**src/design/pin_override_pkg.sv**
```systemverilog
// Purpose: shared constants and types for the port E/F/G override logic
// Assumes: one override record per pad, combined with port register bits
// Notes: bit positions name the pads that carry alternate functions
package pin_override_pkg;
  localparam int PORT_WIDTH = 8;
  // port E pad positions
  localparam int PE_RECEIVE = 0;
  localparam int PE_TRANSMIT = 1;
  localparam int PE_SYNC_CLOCK = 2;
  localparam int PE_CMP_NEG = 3;
  localparam int PE_SERIAL_CLOCK = 4;
  localparam int PE_SERIAL_DATA = 5;
  localparam int PE_DATA_OUT = 6;
  localparam int PE_CLOCK_OUT = 7;
  // port F test access pad positions
  localparam int PF_TEST_CLOCK = 4;
  localparam int PF_TEST_SELECT = 5;
  localparam int PF_TEST_DATA_OUT = 6;
  localparam int PF_TEST_DATA_IN = 7;
  // port G reset-shared pad position
  localparam int PG_RESET_PIN = 5;
  // reset value of the registered pad controls
  localparam logic [7:0] PAD_RESET = 8'h00;
  // per-pad override record
  typedef struct packed {
    logic puOvrEn;
    logic puOvrVal;
    logic ddOvrEn;
    logic ddOvrVal;
    logic pvOvrEn;
    logic pvOvrVal;
    logic ptOvrEn;
    logic dieOvrEn;
    logic dieOvrVal;
  } override_s;
endpackage : pin_override_pkg

```
**src/design/pad_override_if.sv**
```systemverilog
// Purpose: carries override records of one port between modules
// Assumes: eight pads per port
// Notes: source drives, pad cell consumes
`timescale 1ns/1ps
interface pad_override_if;
  import pin_override_pkg::*;
  override_s ovr [PORT_WIDTH];
  modport source (output ovr);
  modport sink (input ovr);
endinterface : pad_override_if

```
**src/design/pad_port_cell.sv**
```systemverilog
// Purpose: one port's pad logic, port bits merged with override records
// Assumes: port registers are inputs; outputs registered on clk_sys
// Notes: toggle strobe flips the stored output value
`timescale 1ns/1ps
module pad_port_cell
  import pin_override_pkg::*;
#(
  parameter int WIDTH = PORT_WIDTH
) (
  input wire logic clk_sys,
  input wire logic rstn,
  pad_override_if.sink ovrIf,
  input wire logic [WIDTH-1:0] portOut,
  input wire logic [WIDTH-1:0] portDir,
  input wire logic globalPullupDisable,
  output logic [WIDTH-1:0] padOe,
  output logic [WIDTH-1:0] padOut,
  output logic [WIDTH-1:0] padPullup,
  output logic [WIDTH-1:0] padInEn
);
  logic [WIDTH-1:0] oe_d, oe_q, out_d, out_q, pu_d, pu_q, ie_d, ie_q;
  logic [WIDTH-1:0] tog_d, tog_q;

  // each pad picks override or port value per control, override or 1 for input enable
  for (genvar i = 0; i < WIDTH; i++) begin : g_pad
    always_comb begin
      override_s o;
      o = ovrIf.ovr[i];
      oe_d[i] = o.ddOvrEn ? o.ddOvrVal : portDir[i];
      tog_d[i] = tog_q[i] ^ o.ptOvrEn; // strobe flips the pad value
      out_d[i] = (o.pvOvrEn ? o.pvOvrVal : portOut[i]) ^ tog_d[i];
      pu_d[i] = o.puOvrEn ? o.puOvrVal
                : (portOut[i] & ~portDir[i] & ~globalPullupDisable);
      ie_d[i] = o.dieOvrEn ? o.dieOvrVal : 1'b1;
    end
  end

  // register pad controls
  always_ff @(posedge clk_sys or negedge rstn) begin
    if (!rstn) begin
      oe_q <= PAD_RESET;
      out_q <= PAD_RESET;
      pu_q <= PAD_RESET;
      ie_q <= PAD_RESET;
      tog_q <= PAD_RESET;
    end else begin
      oe_q <= oe_d;
      out_q <= out_d;
      pu_q <= pu_d;
      ie_q <= ie_d;
      tog_q <= tog_d;
    end
  end

  assign padOe = oe_q;
  assign padOut = out_q;
  assign padPullup = pu_q;
  assign padInEn = ie_q;
endmodule : pad_port_cell

```
**src/design/port_efg_override.sv**
```systemverilog
// Purpose: alternate-function overrides for ports E, F and G
// Assumes: peripheral enables synchronous to clk_sys; tap state given as flags
// Notes: pad controls are registered, one cycle after inputs change, except the io clock, tap and reset-shared pull-up patches
`timescale 1ns/1ps
module port_efg_override
  import pin_override_pkg::*;
(
  input wire logic clk_sys,
  input wire logic rstn,
  input wire logic clkIo,
  input wire logic [7:0] portEOut,
  input wire logic [7:0] portEDir,
  input wire logic [7:0] portFOut,
  input wire logic [7:0] portFDir,
  input wire logic [7:0] portGOut,
  input wire logic [7:0] portGDir,
  input wire logic globalPullupDisable,
  input wire logic receiverEnable,
  input wire logic transmitterEnable,
  input wire logic transmitSerialOut,
  input wire logic usartSyncMode,
  input wire logic syncClockOut,
  input wire logic clockOutputFuse,
  input wire logic serialIfaceTwoWireMode,
  input wire logic serialIfaceThreeWireMode,
  input wire logic serialDataOut,
  input wire logic serialDataLow,
  input wire logic serialClockHold,
  input wire logic serialClockToggleStrobe,
  input wire logic startConditionIrqEnable,
  input wire logic pinChangeGroup0Enable,
  input wire logic [7:0] pinChangeSourceE,
  input wire logic comparatorNegDigitalDisable,
  input wire logic comparatorPosDigitalDisable,
  input wire logic testPortEnable,
  input wire logic tapShiftInstructionState,
  input wire logic tapShiftDataState,
  input wire logic testDataOut,
  input wire logic [7:0] padEIn,
  input wire logic [7:0] padFIn,
  output logic [7:0] padEOe,
  output logic [7:0] padEOut,
  output logic [7:0] padEPullup,
  output logic [7:0] padEInEn,
  output logic [7:0] padFOe,
  output logic [7:0] padFOut,
  output logic [7:0] padFPullup,
  output logic [7:0] padFInEn,
  output logic [7:0] padGOe,
  output logic [7:0] padGOut,
  output logic [7:0] padGPullup,
  output logic [7:0] padGInEn,
  output logic usartReceiveData,
  output logic usartSyncClockIn,
  output logic testDataIn,
  output logic testModeSelect,
  output logic testClock
);
  pad_override_if ovrE ();
  pad_override_if ovrF ();
  pad_override_if ovrG ();
  logic [7:0] pcEnE;
  logic tdoDrive;
  // raw cell outputs; the bypassed pads are patched after the registers
  logic [7:0] fOeRaw, fOutRaw, gPuRaw;
  logic [7:0] fPuRaw;
  logic [7:0] padEOutRaw;

  // a source counts only while its pin-change group is enabled
  assign pcEnE = pinChangeSourceE & {8{pinChangeGroup0Enable}};

  // port E overrides
  always_comb begin
    for (int i = 0; i < PORT_WIDTH; i++) begin
      ovrE.ovr[i] = '0;
      ovrE.ovr[i].dieOvrEn = pcEnE[i];
      ovrE.ovr[i].dieOvrVal = 1'b1;
    end
    // receive pad: forced input, pull-up from port bit
    ovrE.ovr[PE_RECEIVE].puOvrEn = receiverEnable;
    ovrE.ovr[PE_RECEIVE].puOvrVal = portEOut[PE_RECEIVE]
                                    & ~globalPullupDisable;
    ovrE.ovr[PE_RECEIVE].ddOvrEn = receiverEnable;
    // transmit pad
    ovrE.ovr[PE_TRANSMIT].puOvrEn = transmitterEnable;
    ovrE.ovr[PE_TRANSMIT].ddOvrEn = transmitterEnable;
    ovrE.ovr[PE_TRANSMIT].ddOvrVal = 1'b1;
    ovrE.ovr[PE_TRANSMIT].pvOvrEn = transmitterEnable;
    ovrE.ovr[PE_TRANSMIT].pvOvrVal = transmitSerialOut;
    // sync clock pad: drive only when sync mode and direction set
    ovrE.ovr[PE_SYNC_CLOCK].pvOvrEn = usartSyncMode & portEDir[PE_SYNC_CLOCK];
    ovrE.ovr[PE_SYNC_CLOCK].pvOvrVal = syncClockOut;
    ovrE.ovr[PE_SYNC_CLOCK].puOvrEn = usartSyncMode & portEDir[PE_SYNC_CLOCK];
    ovrE.ovr[PE_SYNC_CLOCK].dieOvrEn = pcEnE[PE_SYNC_CLOCK] | comparatorPosDigitalDisable;
    ovrE.ovr[PE_SYNC_CLOCK].dieOvrVal = pcEnE[PE_SYNC_CLOCK];
    // comparator negative pad
    ovrE.ovr[PE_CMP_NEG].dieOvrEn = pcEnE[PE_CMP_NEG] | comparatorNegDigitalDisable;
    ovrE.ovr[PE_CMP_NEG].dieOvrVal = pcEnE[PE_CMP_NEG];
    // two-wire clock pad
    ovrE.ovr[PE_SERIAL_CLOCK].puOvrEn = serialIfaceTwoWireMode;
    ovrE.ovr[PE_SERIAL_CLOCK].ddOvrEn = serialIfaceTwoWireMode;
    ovrE.ovr[PE_SERIAL_CLOCK].ddOvrVal = (serialClockHold | portEOut[PE_SERIAL_CLOCK])
                                         & portEDir[PE_SERIAL_CLOCK];
    ovrE.ovr[PE_SERIAL_CLOCK].pvOvrEn = serialIfaceTwoWireMode & portEDir[PE_SERIAL_CLOCK];
    ovrE.ovr[PE_SERIAL_CLOCK].ptOvrEn = serialClockToggleStrobe;
    ovrE.ovr[PE_SERIAL_CLOCK].dieOvrEn = pcEnE[PE_SERIAL_CLOCK]
                                         | startConditionIrqEnable;
    // two-wire data pad
    ovrE.ovr[PE_SERIAL_DATA].puOvrEn = serialIfaceTwoWireMode;
    ovrE.ovr[PE_SERIAL_DATA].ddOvrEn = serialIfaceTwoWireMode;
    ovrE.ovr[PE_SERIAL_DATA].ddOvrVal = (serialDataLow | portEOut[PE_SERIAL_DATA])
                                        & portEDir[PE_SERIAL_DATA];
    ovrE.ovr[PE_SERIAL_DATA].pvOvrEn = serialIfaceTwoWireMode
                                       & portEDir[PE_SERIAL_DATA];
    ovrE.ovr[PE_SERIAL_DATA].dieOvrEn = pcEnE[PE_SERIAL_DATA]
                                        | startConditionIrqEnable;
    // three-wire data output pad
    ovrE.ovr[PE_DATA_OUT].pvOvrEn = serialIfaceThreeWireMode;
    ovrE.ovr[PE_DATA_OUT].pvOvrVal = serialDataOut;
    // clock output pad; io clock is muxed after the register
    ovrE.ovr[PE_CLOCK_OUT].ddOvrEn = clockOutputFuse;
    ovrE.ovr[PE_CLOCK_OUT].ddOvrVal = 1'b1;
  end

  // port F: tap pads claimed when the test port is enabled
  always_comb begin
    for (int i = 0; i < PORT_WIDTH; i++) begin
      ovrF.ovr[i] = '0;
      if (i >= PF_TEST_CLOCK) begin
        ovrF.ovr[i].puOvrEn = testPortEnable;
        ovrF.ovr[i].puOvrVal = 1'b1;
        ovrF.ovr[i].ddOvrEn = testPortEnable;
        ovrF.ovr[i].dieOvrEn = testPortEnable;
        ovrF.ovr[i].dieOvrVal = (i == PF_TEST_CLOCK);
      end
    end
    // tdo drives only while a shift state is active
    ovrF.ovr[PF_TEST_DATA_OUT].ddOvrVal = tapShiftInstructionState
                                          | tapShiftDataState;
    ovrF.ovr[PF_TEST_DATA_OUT].pvOvrEn = testPortEnable;
    ovrF.ovr[PF_TEST_DATA_OUT].pvOvrVal = testDataOut;
  end

  // port G: reset-shared pad is input only
  always_comb begin
    for (int i = 0; i < PORT_WIDTH; i++) begin
      ovrG.ovr[i] = '0;
    end
    // pull-up forced on, driver forced off
    ovrG.ovr[PG_RESET_PIN].puOvrEn = 1'b1;
    ovrG.ovr[PG_RESET_PIN].puOvrVal = 1'b1;
    ovrG.ovr[PG_RESET_PIN].ddOvrEn = 1'b1;
  end

  pad_port_cell #(.WIDTH(PORT_WIDTH)) u_padE (
    .clk_sys(clk_sys), .rstn(rstn), .ovrIf(ovrE.sink),
    .portOut(portEOut), .portDir(portEDir),
    .globalPullupDisable(globalPullupDisable),
    .padOe(padEOe), .padOut(padEOutRaw), .padPullup(padEPullup), .padInEn(padEInEn)
  );
  pad_port_cell #(.WIDTH(PORT_WIDTH)) u_padF (
    .clk_sys(clk_sys), .rstn(rstn), .ovrIf(ovrF.sink),
    .portOut(portFOut), .portDir(portFDir),
    .globalPullupDisable(globalPullupDisable),
    .padOe(fOeRaw), .padOut(fOutRaw), .padPullup(fPuRaw), .padInEn(padFInEn)
  );
  pad_port_cell #(.WIDTH(PORT_WIDTH)) u_padG (
    .clk_sys(clk_sys), .rstn(rstn), .ovrIf(ovrG.sink),
    .portOut(portGOut), .portDir(portGDir),
    .globalPullupDisable(globalPullupDisable),
    .padOe(padGOe), .padOut(padGOut), .padPullup(gPuRaw), .padInEn(padGInEn)
  );

  // io clock bypasses the register so the pin shows the real clock
  always_comb begin
    padEOut = padEOutRaw;
    padEOut[PE_CLOCK_OUT] = clockOutputFuse ? clkIo : padEOutRaw[PE_CLOCK_OUT];
  end

  // tap pin drivers and pull-ups bypass registers (input enables stay registered): they must hold through reset and follow tck
  always_comb begin
    tdoDrive = tapShiftInstructionState | tapShiftDataState;
    padFOe = fOeRaw;
    padFOut = fOutRaw;
    padFPullup = fPuRaw;
    if (testPortEnable) begin
      padFPullup[7:4] = 4'hF;
      padFOe[7:4] = {1'b0, tdoDrive, 2'b00};
      // not shifting: driver off, the pull-up holds the line high
      padFOut[PF_TEST_DATA_OUT] = tdoDrive ? testDataOut : 1'b1;
    end
  end

  // reset-shared pull-up held on even during reset
  always_comb begin
    padGPullup = gPuRaw;
    padGPullup[PG_RESET_PIN] = 1'b1;
  end

  // alternate inputs; tap ones are raw pins used on tck by the tap
  assign usartReceiveData = padEIn[PE_RECEIVE];
  assign usartSyncClockIn = padEIn[PE_SYNC_CLOCK];
  assign testDataIn = testPortEnable & padFIn[PF_TEST_DATA_IN];
  assign testModeSelect = testPortEnable & padFIn[PF_TEST_SELECT];
  assign testClock = testPortEnable & padFIn[PF_TEST_CLOCK];
endmodule : port_efg_override

```
**config.mk**
```make
export PLATFORM = sky130hd
export DESIGN_NAME = port_efg_override
export DESIGN_NICKNAME = d
export VERILOG_FILES = /design/src/design/pin_override_pkg.sv /design/src/design/pad_override_if.sv /design/src/design/pad_port_cell.sv /design/src/design/port_efg_override.sv
export SDC_FILE = /design/constraint.sdc
export NUM_CORES = 1
export LEC_CHECK = 0
export ABC_AREA = 1
export BUFFER_PORTS_ARGS = -buffer_cell sky130_fd_sc_hd__buf_2
export CAP_MARGIN = 15
export CELL_PAD_IN_SITES_DETAIL_PLACEMENT = 0
export CELL_PAD_IN_SITES_GLOBAL_PLACEMENT = 1
export CORE_ASPECT_RATIO = 0.7
export CORE_UTILIZATION = 27
export CTS_CLUSTER_DIAMETER = 80
export DETAILED_ROUTE_END_ITERATION = 12
export PLACE_DENSITY = 0.88
export SKIP_CTS_REPAIR_TIMING = 1
export SYNTH_ARGS = -nofsm -noshare
export SYNTH_HDL_FRONTEND = slang
export SYNTH_SLANG_ARGS = --single-unit
```
**constraint.sdc**
```tcl
create_clock -name clk_sys -period 0.8 [get_ports clk_sys]
set_input_delay 0.08 -clock clk_sys [delete_from_list [all_inputs] [get_ports clk_sys]]
set_output_delay 0.08 -clock clk_sys [all_outputs]
set_load 0.02 [all_outputs]
```
Yosys cells after proc, flatten, opt, wreduce, memory -nomap -nowiden
Cells that the tools add are included.
{ "op_classes": {"n_bitwise": 87, "n_mux": 32} }
{ "ops": {"columns": ["op", "count"], "rows": [
  ["$and A1 B1 Y1", 55],
  ["$mux W1", 30],
  ["$not A1 Y1", 24],
  ["$mux W4", 2],
  ["$or A1 B1 Y1", 5],
  ["$and A4 B4 Y4", 1],
  ["$xor A1 B1 Y1", 2]
]} }
{ "word_totals": {"elab_cells": 132, "output_inout_bits": 101, "regBits": 84, "in_bits": 96} }

Longest topological paths before layout
Gate-level depths: netlist of run 1.
{ "depth": {"depth_word": 4, "ltp_mapped": 5, "ltp_nobuf": 5} }

Cells and area by module
Synthesis of run 1 repeated with hierarchy kept, for this count alone.
{ "unflattened": {"hier_cells": 884, "hier_area_um2": 6059.6} }
{ "by_module_without_submodules": {"columns": ["mod", "area_per_inst_um2", "seq_area_each_um2", "cells_per_inst", "instances"], "rows": [
  ["pad_port_cell", 1915.6, 1001.0, 273, 3],
  ["port_efg_override", 312.8, 0.0, 65, 1]
]} }

Least setup slack after synthesis of run 1
Ideal clock, no wire load.
{ "synth_path": {"path_kind": "flip-flop to output port", "startpoint": "register u_padG.padPullup[5] (netlist name)", "endpoint": "output padEInEn[1]", "path_stages_with_launch": 2, "slack_ns": -0.201, "arrival_time_ns": 0.921, "path_cell_list": "dfrtp_1 -> buf_4"} }
{ "synth_rtl": {"columns": ["element", "line_no", "text"], "rows": [
  ["end: declaration", "port_efg_override.sv:44", "output logic [7:0] padEInEn,"]
]} }

Worst setup path after layout of run 1
{ "layout_path": {"startpoint": "register u_padF.pu_q[4], in the netlist u_padF.padPullup[4]", "endpoint": "output padFPullup[4]"} }
{ "layout_between": {"elab_chain_len": 1} }
{ "layout_rtl": {"columns": ["element", "line_no", "text"], "rows": [
  ["start: declaration", "pad_port_cell.sv:21", "logic [WIDTH-1:0] oe_d, oe_q, out_d, out_q, pu_d, pu_q, ie_d, ie_q;"],
  ["start signal: assignment", "pad_port_cell.sv:49", "pu_q <= pu_d;"],
  ["$mux W4", "port_efg_override.sv:186", "if (testPortEnable) begin"],
  ["end: declaration", "port_efg_override.sv:47", "output logic [7:0] padFPullup,"]
]} }
No other way between the ends.

==> metrics, run 1 <==
Mapped Cells 236; warnings from Yosys 0; Core ar. 0.009947 mm^2; vias in the first global route 2090; CTS Sinks 75; CTS root buffer clkbuf_16; global-route wire length before repair 9984 um; commonest non-fill, non-tap cell in the layout buf_6; Clk Latency, worst-skew pair 330 ps; DP Area 0.003531 mm^2; Net count, final 524; worst setup margin -322.4 ps; Hold WC Path Type in2reg; Chip Width 124.4 um; layout cells sized above 1 49.88%; routed vias/inst 4.080; grt ovf 0; Detailed Routing Iterations Pass 1 4; n_diodes 0; Final Critical Period 1122 ps; total routed wirelength 7703 um; Synth cell types 19; Hold Crit Endpoint u_padE.padOe[1]; Final ANT Viol Nets 0; Crit Path Class reg2out; fin. max-slew vios 0; Area Overhead vs Synth 72.70%; Cells on Worst Hold Path 2; Residual DRC 0; R2R cell count 5; reg-to-reg endpoint u_padE.padOut[4]; CTS tree built; Required @ worst endpoint 720 ps; Clock Tree Buf Depth 2; Synth Cell Area 0.002833 mm^2; Die Span Y 87.70 um; crit end category output pin; CP startpoint kind flop; dpl hpwl 4845 um; # rows 30; final hold vios 6; H-tree depth 3; Total GRT Usage 11.94%; synthesized flop and latch total 75; I/O pin total 197; CP arrival 1040 ps; hold_ws -13.31 ps; Max-Cap Viols 0; post-place setup slack -51.54 ps; skew final 4.899 ps; worst-path fanout max 1; FMAX 891.0 MHz; Post-Syn Area per Cell 12.00 um^2; DIE AREA 0.01091 mm^2; initial antenna violation count 0; VDD IR max 1.102 mV; failing checks hold timing, setup timing; routability-driven placement congestion ratio 0.7354; largest net degree at the start of global routing 76; Starting Density 28.48%; outcome complete, but fails checks; final instance area 0.004892 mm^2; Tcrit/Tclk final 140.3%; hold_sp transmitterEnable; Util after Layout 49.18%; port bufs 171; pwr dens 1949 mW/mm^2; via count 2289; r2r startpoint u_padE.tog_q[4]; most frequent cells in the layout 82 x buf_6, 78 x buf_2, 74 x dfrtp_1; First DRT Iteration DRCs 66; setup TNS -15900 ps; Clock Pin Slew Worst Setup and Hold Paths 60 ps; mean routed wirelength per cell 13.73 um; Setup Viol. Count Final 96; cell leakage power 2.489 nW; unrepaired setup endpoints after global routing true; Seq/Total Area, Yosys 66.25%; Worst R2R Setup Slack 40 ps; total CTS buffers 9
worst max-delay path by stage:
stage                                    from            end  slack (ps)
final                     u_padF.padPullup[4]  padFPullup[4]        -320
after floorplan           u_padG.padPullup[5]    padEInEn[1]         -20
after CTS                 u_padF.padPullup[6]  padFPullup[6]        -410
after global routing      u_padG.padPullup[5]    padEInEn[0]        -360
after detailed placement  u_padF.padPullup[6]  padFPullup[6]         -50
after global placement    u_padF.padPullup[6]  padFPullup[6]         -50
layout make-up:
cell class | instances | area (um^2)
clock inverter | 5 | 37.54
sequential | 75 | 1878
inverter | 23 | 86.33
fill | 875 | 5055
timing repair buffer | 229 | 1984
clock buffer | 11 | 242.7
tap | 128 | 160.2
multi-input combinational | 90 | 503.0
worst max-delay path, stage by stage, from the launching register on:
cell and delay (ps):
dfrtp_1 360, or2_4 230, buf_6 130
metal layers:
layer	wire, um	track usage (%)
met1	2826	13.80
met2	4101	19.19
met3	662	5.987
met4	112	4.600
met5	0	0
synth_stat cells (all sizes together):
cell type | count | area share, %
dfrtp | 75 | 66
o21ai | 6 | 1.1
nor3b | 13 | 4.7
nor2 | 13 | 1.7
nor3 | 3 | 1.3
nand2 | 35 | 4.6
a21oi | 4 | 0.71
inv | 23 | 3.0
buf | 49 | 14
nand3 | 6 | 1.1
conb | 2 | 0.27
or2 | 6 | 1.3
a21boi | 1 | 0.27
power breakdown:
part,switching (mW),internal (mW),leakage [nW]
sequential,0.0987,4.00,0.910
clock,1.56,2.19,0.132
combinational,0.828,0.860,1.45
per-stage QoR:
step                std cells  power, mW
floorplan                 237      4.875
global placement          492      5.276
detailed placement        492      5.315
CTS                       508      9.134
global route              561      9.967
finish                    561      9.535
logic make-up after synthesis:
| family | share of synthesized area (%) |
|---|---|
| buffers and inverters | 16.74 |
| AOI/OAI and AO/OA | 2.032 |
| other | 0.2651 |
| and+or+nand+nor | 14.71 |
| DFF | 66.25 |
sequential cells by signal, indices dropped and copies added, names as in the netlist:
| signal | count |
|---|---|
| u_padG.padOe | 7 |
| u_padF.padOut | 8 |
| u_padE.padPullup | 8 |
| u_padE.padOe | 8 |
| u_padE.padOut | 8 |
| u_padE.tog_q | 1 |
| u_padF.padPullup | 8 |
| u_padG.padPullup | 8 |
| u_padF.padInEn | 1 |
| u_padG.padOut | 8 |
| u_padF.padOe | 8 |
| u_padE.padInEn | 2 |
Power figures use the tool's default switching activity.
==> run 2: changes to the inputs <==
==> constraint.sdc (replaced) <==
create_clock -name clk_sys -period 0.8 [get_ports clk_sys]
set_input_delay 0.04 -clock clk_sys [delete_from_list [all_inputs] [get_ports clk_sys]]
set_output_delay 0.04 -clock clk_sys [all_outputs]
set_load 0.02 [all_outputs]
==> metrics, run 2 (synthesis gave the netlist of run 1 again) <==
outcome complete, but fails checks; failing checks hold timing, setup timing; Setup Viol. Count Final 95 (-1.0%); post-place setup slack -23.83 ps (+27.71 ps); Chip Width 124.4 um (unchanged); Die Span Y 87.70 um (unchanged); port bufs 171 (unchanged); reg-to-reg endpoint u_padE.padOut[4]; Clk network pwr share 39.8% (+0.5 points); total routed wirelength 7605 um (-1.3%); worst-path fanout max 1 (unchanged); mean routed wirelength per cell 13.23 um (-3.7%); vias in the first global route 2132 (+2.0%); Area Overhead vs Synth 78.14%; R2R cell count 5 (unchanged); Reg area 0.001878 mm^2 (unchanged); Max-Cap Viols 0 (unchanged); Clock Pin Slew Worst Setup and Hold Paths 60 ps (about the same); First DRT Iteration DRCs 67 (+1.5%); Final ANT Viol Nets 0 (unchanged); cell leakage power 2.565 nW (+3.0%); Comb power frac 18.0% (+0.3 points); initial antenna violation count 0 (unchanged); layout cells sized above 1 47.65% (-2.2 points); VDD IR max 1.151 mV (+4.4%); I/O pin total 197 (unchanged); setup TNS -12360 ps (+3535 ps); Starting Density 28.48% (unchanged); crit end category output pin; DP Area 0.003523 mm^2 (-0.21%); unrepaired setup endpoints after global routing true; routed vias/inst 4.040 (-0.99%); Net count, final 538 (+2.7%); hold_ws -32.55 ps (-19.25 ps); CP arrival 1050 ps (about the same); switching share of power 26.41% (+0.37 points); Critical path destination padFPullup[5]; global-route wire length before repair 10130 um (+1.5%); Clk Latency, worst-skew pair 330 ps (about the same); routability-driven placement congestion ratio 0.7420 (+0.90%); Tcrit/Tclk final 135.8% (-4.5 points); n_diodes 0 (unchanged); pwr dens 1921 mW/mm^2 (-1.5%); DIE AREA 0.01091 mm^2 (unchanged); Crit Path Class reg2out; Required @ worst endpoint 760 ps (+40 ps); CTS tree built; CTS root buffer clkbuf_16; Total GRT Usage 12.16% (+0.22 points); final instance area 0.005046 mm^2 (+3.1%); Detailed Routing Iterations Pass 1 4 (unchanged); grt ovf 0 (unchanged); Post-Layout Cell Count 575 (+2.5%); skew final 3.347 ps (-1.552 ps); Post-Place Cells 491 (-0.20%); Residual DRC 0 (unchanged); total CTS buffers 9 (unchanged); FMAX 920.6 MHz (+3.3%); final hold vios 2 (-4); P_int 7.133 mW (+1.1%); commonest non-fill, non-tap cell in the layout buf_6; Clock Tree Buf Depth 2 (unchanged); # rows 30 (unchanged); crit path from u_padF.padPullup[5]; Util after Layout 50.73% (+1.5 points); CTS Sinks 75 (unchanged); via count 2323 (+1.5%); dpl hpwl 4651 um (-4.0%); H-tree depth 3 (unchanged); Filler cells 838 (-4.2%); Hold WC Path Type in2reg; P_sw 2.559 mW (+3.1%); Core ar. 0.009947 mm^2 (unchanged); largest net degree at the start of global routing 76 (unchanged); part of the power in registers 42.3% (-0.7 points); fin. max-slew vios 0 (unchanged); Worst R2R Setup Slack 50 ps (about the same); area occupied by multi-input gates 498.0 um^2 (-0.99%); r2r startpoint u_padE.tog_q[4]; worst setup margin -286.2 ps (+36.12 ps); CP startpoint kind flop; most frequent cells in the layout 84 x buf_6, 77 x buf_2, 74 x dfrtp_1; Final Critical Period 1086 ps (-36.12 ps); Power Total 9.692 mW (+1.6%)
## run 2: cell count changes in the layout (fill, tap and decap cells not counted), sizes merged
cell         change
dlygate4sd3     +15
clkbuf           -2
clkinvlp         -2
inv              +2
clkinv           +1
## run 2: metal layers
| metal | GRT usage [%] | wire length [um] | up-vias | part of all wire [%] |
|---|---|---|---|---|
| li1 | - | - | 1084 | - |
| met1 | 13.86 | 2920 | 1114 | 38 |
| met2 | 19.04 | 3889 | 115 | 51 |
| met3 | 6.536 | 690 | 10 | 9.1 |
| met4 | 5.586 | 104 | 0 | 1.4 |
| met5 | 0 | 0 | - | 0 |
## run 2: area by class of cell
type	count	area share, %
Tap cell	128	3.174
Timing Repair Buffer	243	42.35
Clock buffer	10	4.736
Sequential cell	75	37.22
Clock inverter	6	0.9422
Multi-Input combinational cell	90	9.869
Inverter	23	1.711
## run 2: critical path: stages (launching register included)
cell and delay (ps):
dfrtp_1 360, or2_4 230, buf_6 130
## run 2: power groups by stage
stage,Clock [mW],Combinational (mW),Sequential [mW]
final,3.85,1.74,4.10
after global routing,4.16,1.87,4.11
after CTS,3.98,1.18,4.06
after detailed placement,0,1.18,4.13
after global placement,0,1.16,4.12
after floorplan,0,0.619,4.26
## run 2: worst min path at each step
stage / to / from / cells after the start
6_report: u_padF.padOe[6] / portFDir[6] / 3
5_1_grt: u_padF.padOe[6] / portFDir[6] / 3
4_1_cts: u_padG.padPullup[6] / rstn / 2
3_5_place_dp: usartSyncClockIn / padEIn[2] / 0
3_3_place_gp: u_padG.padPullup[6] / rstn / 2
2_1_floorplan: u_padE.padInEn[2] / rstn / 0
